### config.mk
export PLATFORM = sky130hd
export DESIGN_NAME = crs_register_set
export DESIGN_NICKNAME = d
export VERILOG_FILES = /design/src/rtl/crs_pkg.sv /design/src/rtl/crs_register_set.sv
export SDC_FILE = /design/constraint.sdc
export NUM_CORES = 2
export LEC_CHECK = 0
export BUFFER_PORTS_ARGS = -buffer_cell sky130_fd_sc_hd__buf_2
export CAP_MARGIN = 0
export CELL_PAD_IN_SITES_DETAIL_PLACEMENT = 1
export CELL_PAD_IN_SITES_GLOBAL_PLACEMENT = 1
export CORE_ASPECT_RATIO = 1.2
export CORE_MARGIN = 4
export CORE_UTILIZATION = 25
export DETAILED_ROUTE_END_ITERATION = 8
export PLACE_DENSITY_LB_ADDON = 0.1
export SYNTH_ARGS = -nofsm -noshare
export SYNTH_HDL_FRONTEND = slang
export SYNTH_SLANG_ARGS = --single-unit
### constraint.sdc
create_clock -name clk_sys_i -period 53.9 [get_ports clk_sys_i]
set_input_delay 5.39 -clock clk_sys_i [delete_from_list [all_inputs] [get_ports clk_sys_i]]
set_output_delay 5.39 -clock clk_sys_i [all_outputs]
set_load 0.01 [all_outputs]
### src/rtl/crs_pkg.sv
package crs_pkg;
    // ------------------------------------------------------------
    // System register numbers
    // ------------------------------------------------------------
    localparam logic [4:0] SR_MASKABLE_PC_SAVE = 5'h00;
    localparam logic [4:0] SR_MASKABLE_PSW_SAVE = 5'h01;
    localparam logic [4:0] SR_NMI_PC_SAVE = 5'h02;
    localparam logic [4:0] SR_NMI_PSW_SAVE = 5'h03;
    localparam logic [4:0] SR_EXCEPTION_SOURCE_CODE = 5'h04;
    localparam logic [4:0] SR_PROGRAM_STATUS_WORD = 5'h05;
    localparam logic [4:0] SR_TABLE_CALL_PC_SAVE = 5'h10;
    localparam logic [4:0] SR_TABLE_CALL_PSW_SAVE = 5'h11;
    localparam logic [4:0] SR_DEBUG_PC_SAVE = 5'h12;
    localparam logic [4:0] SR_DEBUG_PSW_SAVE = 5'h13;
    localparam logic [4:0] SR_TABLE_CALL_BASE = 5'h14;
    // ------------------------------------------------------------
    // Field layout and reset values
    // ------------------------------------------------------------
    localparam logic [31:0] PC_MASK = 32'h03FF_FFFE;
    localparam logic [31:0] PSW_MASK = 32'h0000_00FF;
    localparam logic [4:0] GPR_ZERO = 5'h00;
    localparam logic [4:0] GPR_ELEMENT_PTR = 5'h1E;
    localparam logic [31:0] RESET_VALUE = 32'h0000_0000;
    localparam logic [31:0] PSW_RESET = 32'h0000_0020;
    // ------------------------------------------------------------
    // Exception event kinds
    // ------------------------------------------------------------
    typedef enum logic [1:0] {
        EXC_NONE = 2'b00,
        EXC_MASKABLE = 2'b01,
        EXC_NMI = 2'b10,
        EXC_TABLE_CALL = 2'b11
    } crs_exc_type;
endpackage

### src/rtl/crs_register_set.sv
`timescale 1ns/10ps
// Overview of operation
// - Thirty-two 32-bit general registers, all 32-bit
// - Register zero always reads zero
// - Register 30 is short access base pointer
// - PC keeps 26 bits, carry dropped
// - PC bit 0 held at zero
// - System registers reached by load/store only
// - Fixed system register numbering map
// - Reserved numbers accept no access
// - Debug saves only inside debug window
// - Maskable event saves PC and PROGRAM_STATUS_WORD
// - Saved PC is next instruction address
// - NMI saves into NMI pair
// - Save registers clear their reserved upper bits
// - Interrupt return restores PC and PROGRAM_STATUS_WORD
// - Returned PC ignores saved bit 0
// - Maskable and NMI events record their source code; table call leaves it unchanged
// - Source code register is read-only
// - PROGRAM_STATUS_WORD write effective next; interrupts held off
// - Table call saves next PC and PROGRAM_STATUS_WORD
module crs_register_set (
    input wire logic clk_sys_i,
    input wire logic rst_i,
    input wire logic [4:0] gpr_rd_a_sel_i,
    output logic [31:0] gpr_rd_a_data_o,
    input wire logic [4:0] gpr_rd_b_sel_i,
    output logic [31:0] gpr_rd_b_data_o,
    output logic [31:0] element_ptr_o,
    input wire logic gpr_wr_en_i,
    input wire logic [4:0] gpr_wr_sel_i,
    input wire logic [31:0] gpr_wr_data_i,
    input wire logic pc_load_en_i,
    input wire logic [31:0] pc_load_value_i,
    input wire logic [31:0] next_pc_i,
    output logic [31:0] pc_o,
    input wire logic psw_flags_en_i,
    input wire logic [31:0] psw_flags_i,
    output logic [31:0] psw_o,
    input wire logic system_register_load_i,
    input wire logic system_register_store_i,
    input wire logic [4:0] sr_sel_i,
    input wire logic [31:0] sr_wr_data_i,
    output logic [31:0] sr_rd_data_o,
    output logic sr_access_err_o,
    input wire logic [1:0] exc_kind_i,
    input wire logic [15:0] exc_code_i,
    input wire logic interrupt_return_i,
    input wire logic debug_trap_i,
    input wire logic debug_return_i,
    output logic irq_hold_o
);
    // ------------------------------------------------------------
    // State
    // ------------------------------------------------------------
    typedef struct packed {
        logic [31:0][31:0] gpr;
        logic [31:0] pc;
        logic [31:0] program_status_word;
        logic [31:0] mpc;
        logic [31:0] mpsw;
        logic [31:0] npc;
        logic [31:0] npsw;
        logic [31:0] exception_source_code;
        logic [31:0] tpc;
        logic [31:0] tpsw;
        logic [31:0] dpc;
        logic [31:0] dpsw;
        logic [31:0] tbase;
        logic dbg_win;
        logic [31:0] rd;
        logic err;
    } crs_state_type;

    crs_state_type st;
    crs_state_type next_st;

    // ------------------------------------------------------------
    // Register number decoding
    // ------------------------------------------------------------

    function automatic logic sr_ok(input logic [4:0] n, input logic ld, input logic win);
        case (n)
            crs_pkg::SR_MASKABLE_PC_SAVE, crs_pkg::SR_MASKABLE_PSW_SAVE,
            crs_pkg::SR_NMI_PC_SAVE, crs_pkg::SR_NMI_PSW_SAVE,
            crs_pkg::SR_PROGRAM_STATUS_WORD, crs_pkg::SR_TABLE_CALL_PC_SAVE,
            crs_pkg::SR_TABLE_CALL_PSW_SAVE, crs_pkg::SR_TABLE_CALL_BASE: sr_ok = 1'b1;
            crs_pkg::SR_EXCEPTION_SOURCE_CODE: sr_ok = !ld;
            crs_pkg::SR_DEBUG_PC_SAVE, crs_pkg::SR_DEBUG_PSW_SAVE: sr_ok = win;
            default: sr_ok = 1'b0;
        endcase
    endfunction

    function automatic logic [31:0] gpr_read(input crs_state_type s, input logic [4:0] n);
        gpr_read = (n == crs_pkg::GPR_ZERO) ? crs_pkg::RESET_VALUE : s.gpr[n];
    endfunction

    // ------------------------------------------------------------
    // Next-state logic
    // ------------------------------------------------------------
    logic ld_ok;
    logic st_ok;
    assign ld_ok = system_register_load_i && sr_ok(sr_sel_i, 1'b1, st.dbg_win);
    assign st_ok = system_register_store_i && sr_ok(sr_sel_i, 1'b0, st.dbg_win);

    always_comb begin
        next_st = st;
        next_st.err = (system_register_load_i && !ld_ok) || (system_register_store_i && !st_ok);
        if (gpr_wr_en_i && gpr_wr_sel_i != crs_pkg::GPR_ZERO) begin
            next_st.gpr[gpr_wr_sel_i] = gpr_wr_data_i;
        end
        // Stepping: PC wraps inside 26 bits, bit 0 forced low
        next_st.pc = next_pc_i & crs_pkg::PC_MASK;
        if (pc_load_en_i) begin
            next_st.pc = pc_load_value_i & crs_pkg::PC_MASK;
        end
        if (psw_flags_en_i) begin
            next_st.program_status_word = psw_flags_i & crs_pkg::PSW_MASK;
        end
        if (st_ok) begin
            case (sr_sel_i)
                crs_pkg::SR_MASKABLE_PC_SAVE: next_st.rd = st.mpc;
                crs_pkg::SR_MASKABLE_PSW_SAVE: next_st.rd = st.mpsw;
                crs_pkg::SR_NMI_PC_SAVE: next_st.rd = st.npc;
                crs_pkg::SR_NMI_PSW_SAVE: next_st.rd = st.npsw;
                crs_pkg::SR_EXCEPTION_SOURCE_CODE: next_st.rd = st.exception_source_code;
                crs_pkg::SR_PROGRAM_STATUS_WORD: next_st.rd = st.program_status_word;
                crs_pkg::SR_TABLE_CALL_PC_SAVE: next_st.rd = st.tpc;
                crs_pkg::SR_TABLE_CALL_PSW_SAVE: next_st.rd = st.tpsw;
                crs_pkg::SR_DEBUG_PC_SAVE: next_st.rd = st.dpc;
                crs_pkg::SR_DEBUG_PSW_SAVE: next_st.rd = st.dpsw;
                crs_pkg::SR_TABLE_CALL_BASE: next_st.rd = st.tbase;
                default: next_st.rd = crs_pkg::RESET_VALUE;
            endcase
        end
        // Stored bit 0 is kept as written; it is dropped only on return
        if (ld_ok) begin
            case (sr_sel_i)
                crs_pkg::SR_MASKABLE_PC_SAVE: next_st.mpc = sr_wr_data_i & (crs_pkg::PC_MASK | 32'h0000_0001);
                crs_pkg::SR_MASKABLE_PSW_SAVE: next_st.mpsw = sr_wr_data_i & crs_pkg::PSW_MASK;
                crs_pkg::SR_NMI_PC_SAVE: next_st.npc = sr_wr_data_i & (crs_pkg::PC_MASK | 32'h0000_0001);
                crs_pkg::SR_NMI_PSW_SAVE: next_st.npsw = sr_wr_data_i & crs_pkg::PSW_MASK;
                crs_pkg::SR_PROGRAM_STATUS_WORD: next_st.program_status_word = sr_wr_data_i & crs_pkg::PSW_MASK;
                crs_pkg::SR_TABLE_CALL_PC_SAVE: next_st.tpc = sr_wr_data_i & (crs_pkg::PC_MASK | 32'h0000_0001);
                crs_pkg::SR_TABLE_CALL_PSW_SAVE: next_st.tpsw = sr_wr_data_i & crs_pkg::PSW_MASK;
                crs_pkg::SR_DEBUG_PC_SAVE: next_st.dpc = sr_wr_data_i & (crs_pkg::PC_MASK | 32'h0000_0001);
                crs_pkg::SR_DEBUG_PSW_SAVE: next_st.dpsw = sr_wr_data_i & crs_pkg::PSW_MASK;
                crs_pkg::SR_TABLE_CALL_BASE: next_st.tbase = sr_wr_data_i;
                default: next_st.rd = st.rd;
            endcase
        end
        // Hardware events win over a same-cycle load of the same register
        case (exc_kind_i)
            crs_pkg::EXC_MASKABLE: begin
                next_st.mpc = next_pc_i & crs_pkg::PC_MASK;
                next_st.mpsw = st.program_status_word & crs_pkg::PSW_MASK;
                next_st.exception_source_code = {16'h0000, exc_code_i};
            end
            crs_pkg::EXC_NMI: begin
                next_st.npc = next_pc_i & crs_pkg::PC_MASK;
                next_st.npsw = st.program_status_word & crs_pkg::PSW_MASK;
                next_st.exception_source_code = {16'h0000, exc_code_i};
            end
            crs_pkg::EXC_TABLE_CALL: begin
                next_st.tpc = next_pc_i & crs_pkg::PC_MASK;
                next_st.tpsw = st.program_status_word & crs_pkg::PSW_MASK;
            end
            default: begin
                next_st.exception_source_code = next_st.exception_source_code;
            end
        endcase
        if (interrupt_return_i) begin
            next_st.pc = st.mpc & crs_pkg::PC_MASK;
            next_st.program_status_word = st.mpsw & crs_pkg::PSW_MASK;
        end
        // Trap wins a same-cycle return, so a live trap never finds the window shut
        if (debug_trap_i) begin
            next_st.dbg_win = 1'b1;
        end else if (debug_return_i) begin
            next_st.dbg_win = 1'b0;
        end
    end

    // ------------------------------------------------------------
    // State register
    // ------------------------------------------------------------
    always_ff @(posedge clk_sys_i or posedge rst_i) begin
        if (rst_i) begin
            st <= '0;
            st.program_status_word <= crs_pkg::PSW_RESET;
        end else begin
            st <= next_st;
        end
    end

    // ------------------------------------------------------------
    // Outputs
    // ------------------------------------------------------------
    assign gpr_rd_a_data_o = gpr_read(st, gpr_rd_a_sel_i);
    assign gpr_rd_b_data_o = gpr_read(st, gpr_rd_b_sel_i);
    assign element_ptr_o = st.gpr[crs_pkg::GPR_ELEMENT_PTR];
    assign pc_o = st.pc;
    assign psw_o = st.program_status_word;
    assign sr_rd_data_o = st.rd;
    assign sr_access_err_o = st.err;
    // A PROGRAM_STATUS_WORD load in flight must not race with interrupt acknowledge
    assign irq_hold_o = system_register_load_i && sr_sel_i == crs_pkg::SR_PROGRAM_STATUS_WORD;
endmodule // crs_register_set

==> run_results.csv <==
group,metric,value,unit
outcome,status,"finished clean",
synthesis,yosys_warnings,0,
synthesis,synth_edf_count,0,
floorplan,die_y,580.9,um
worst_setup_path,required,48.51,ns
placed_design,gp_congestion,0.7554,
floorplan,io_pins,402,
routing,first_iter_violations,2432,
sta,maxSlewHeadroom,20.64,%
synthesis,synthCells,4988,
floorplan,coreArea,0.2725,mm2
sta,timing_hold_violations_final,0,
synthesis,synth-main-ff-cell,"dfrtp_1",
worst_setup_path,start_kind,"input port",
worst_setup_path,path_cells,"buf_8 -> buf_4 -> buf_4 -> buf_4 -> mux4_2 -> mux2_2 -> a21oi_1 -> a2111oi_0 -> buf_2",
final_layout,syn2layout_area_growth,14.32,%
routing,dr.pass1.iters,5,
clock_network,cts.htree.levels,4,
sta,finClkSkew,0.02718,ns
grt,grt_pass1_vias,49290,
sta,rsz0062_at_grt,"no",
grt,grt_max_degree,141,
grt,grt_use_total,20.10,%
power_and_ir_drop,worst_ir_drop_vdd,0.03001,mV
grt,overflow,0,
sta,tightest_slew,1.188,ns
sta,setup_viol,0,
final_layout,final_nets,5209,
worst_setup_path,crit_type,"input port to output port",
routing,vias,44900,
clock_network,cts_tree,"done",
placed_design,placed_cells,8434,
routing,routed_wl,287.3,mm
sta,tns,0,ns
final_layout,regArea,0.03251,mm2
synthesis,avgSynthCellArea,13.71,um2
placed_design,hpwl,180.3,mm
worst_setup_path,path_max_fanout,71,
clock_network,cts-root-buf,"clkbuf_16",
grt,grt_pass1_wl,406.4,mm
clock_network,cts_num_sinks,1299,
clock_network,insertion_delay,0.82,ns
power_and_ir_drop,power_density,38.22,mW/mm2
worst_setup_path,arrival,10.29,ns
worst_setup_path,endpoint_kind,"output port",
final_layout,nFillCells,29020,
floorplan,dieArea,0.2820,mm2
hold_path,hp-class,"flip-flop to flip-flop",
placed_design,portBuffers,356,
floorplan,die-width,485.4,um
grt,antenna_found_initial,31,
routing,drtAntennaViolNets,0,
clock_network,cts_max_path_buffers,3,
sta,max_freq,0.06379,GHz
synthesis,ys_ff_latch,1299,
power_and_ir_drop,power,2988,uW
sta,fin_crit_sh,29.08,%
routing,drc,0,
final_layout,final_layout_size_suffix_gt1_share,44.87,%
final_layout,final_common_cell,"dfrtp_1",
sta,period_needed,15.68,ns
synthesis,synthesis.area,0.06838,mm2
synthesis,async_reset_ff_share,100.0,%
worst_setup_path,cp_common_cell,"buf_4",
final_layout,most-common-layout-cells,"1298 x dfrtp_1, 1090 x mux2_2, 435 x mux2i_1, 384 x mux4_2, 348 x buf_2",
job,maxCapViolCount,0,
clock_network,cts_resized,0,
synthesis,seq_area_frac_synth,47.54,%
routing,avgRoutedWirePerCell,32.84,um
sta,drv_slew,0,
worst_setup_path,max_stage_delay,0.90,ns
synthesis,ys_types,65,
clock_network,cts_setup_buffers,0,
clock_network,cts_made_buffers,166,
routing,viasPerCell,5.133,
final_layout,fin_cells,8748,
power_and_ir_drop,cellLeakagePower,0.03423,uW
floorplan,start_util,25.10,%
clock_network,clkSlewWorstSetupHoldPaths,0.05,ns
final_layout,multi_input_area,0.03265,mm2
clock_network,ctsHoldBuffers,0,
worst_setup_path,cp_slowest_cell,"a2111oi_0",
floorplan,num_rows,210,
worst max-delay path, delay by kind of cell:
kind	cells	cell delay [ns]
buf+inv	5	2.90
mux	2	0.69
compound gates	2	1.13
cells by family (layout without fill, tap and decap cells):
family / Yosys count / in the layout / share of synthesized area (%)
AOI/OAI and AO/OA: 602 / 602 / 6.188
adders and majority gates: 3 / 3 / 0.05490
buffers and inverters: 660 / 799 / 5.238
DFF: 1299 / 1299 / 47.54
muxes: 1950 / 1950 / 37.73
other: 1 / 18 / 0.005484
and+or+nand+nor: 473 / 473 / 3.251
power by group:
group          switching [uW]  internal, uW  leakage, uW
sequential                136          1150       0.0166
combinational             261           295       0.0149
clock                     466           682      0.00274
through the flow:
step	utilization, %	cell area, um2	setup WS [ns]	hold slack (ns)
global route	28.69	78170	38.16	0.4108
CTS	28.68	78150	38.17	0.3979
detailed placement	26.64	72600	38.18	0.3833
floorplan	-	68410	11.90	0.4403
global placement	26.64	72600	38.19	0.3784
finish	28.69	78180	38.22	0.3963
flip-flops by register name, summed over array words and instances, names as in the netlist:
register         flops
st                1177
element_ptr_o       32
psw_o               32
sr_rd_data_o        32
pc_o                25
sr_access_err_o      1
routing by layer:
metal | GRT usage, % | vias to the layer above | routed length, um
met5 | 0 | - | 102
met4 | 5.225 | 12 | 6990
met3 | 2.625 | 295 | 9686
met2 | 35.78 | 941 | 146700
met1 | 25.61 | 24870 | 123700
li1 | - | 18790 | -
cells in the mapped netlist, drive strengths merged (2+ instances only):
cell type | instances | area [um2]
a2111oi | 21 | 185.2
a211oi | 113 | 848.3
a21boi | 4 | 30.03
a21oi | 48 | 240.2
a221oi | 51 | 496.7
a222oi | 11 | 110.1
a22o | 7 | 61.31
a22oi | 103 | 773.2
a31oi | 7 | 43.79
a32o | 3 | 30.03
a41oi | 13 | 113.9
and2 | 32 | 200.2
and2b | 2 | 15.01
and3 | 5 | 31.28
and4 | 9 | 78.83
buf | 378 | 2522
clkbuf | 277 | 1041
dfrtp | 1298 | 32480
ha | 3 | 37.54
inv | 5 | 18.77
mux2 | 1127 | 12690
mux2i | 435 | 4354
mux4 | 388 | 8753
nand2 | 242 | 908.4
nand2b | 3 | 18.77
nand3 | 10 | 50.05
nand3b | 4 | 30.03
nand4 | 32 | 200.2
nor2 | 75 | 289.0
nor2b | 41 | 259.0
nor3 | 5 | 40.04
nor3b | 5 | 42.54
o21a | 8 | 60.06
o21ai | 145 | 725.7
o221ai | 32 | 280.3
o22ai | 32 | 200.2
or2 | 2 | 12.52
area by class of cell:
| cell class | instances | area share, % |
|---|---|---|
| Multi-Input combinational cell | 3035 | 41.76 |
| Inverter | 5 | 0.03361 |
| Antenna cell | 11 | 0.03521 |
| Clock buffer | 267 | 6.562 |
| Tap cell | 3604 | 5.768 |
| Clock inverter | 36 | 0.5426 |
| Sequential cell | 1299 | 41.58 |
| Timing Repair Buffer | 491 | 3.718 |
path summary, 6_finish.rpt:
kind                              startpoint  cells after the start                  end  slack (ns)
max                        gpr_rd_b_sel_i[2]                      9  gpr_rd_b_data_o[25]       38.22
min                                  st[424]                      0              st[424]        0.40
max reg2reg                           st[33]                      6               st[64]       51.21
min reg2reg                          st[424]                      0              st[424]        0.40
max in group asynchronous              rst_i                      9     sr_rd_data_o[27]       43.25
min in group asynchronous              rst_i                      2     element_ptr_o[4]        4.72
No activity file was read; power rests on OpenSTA's default activity.
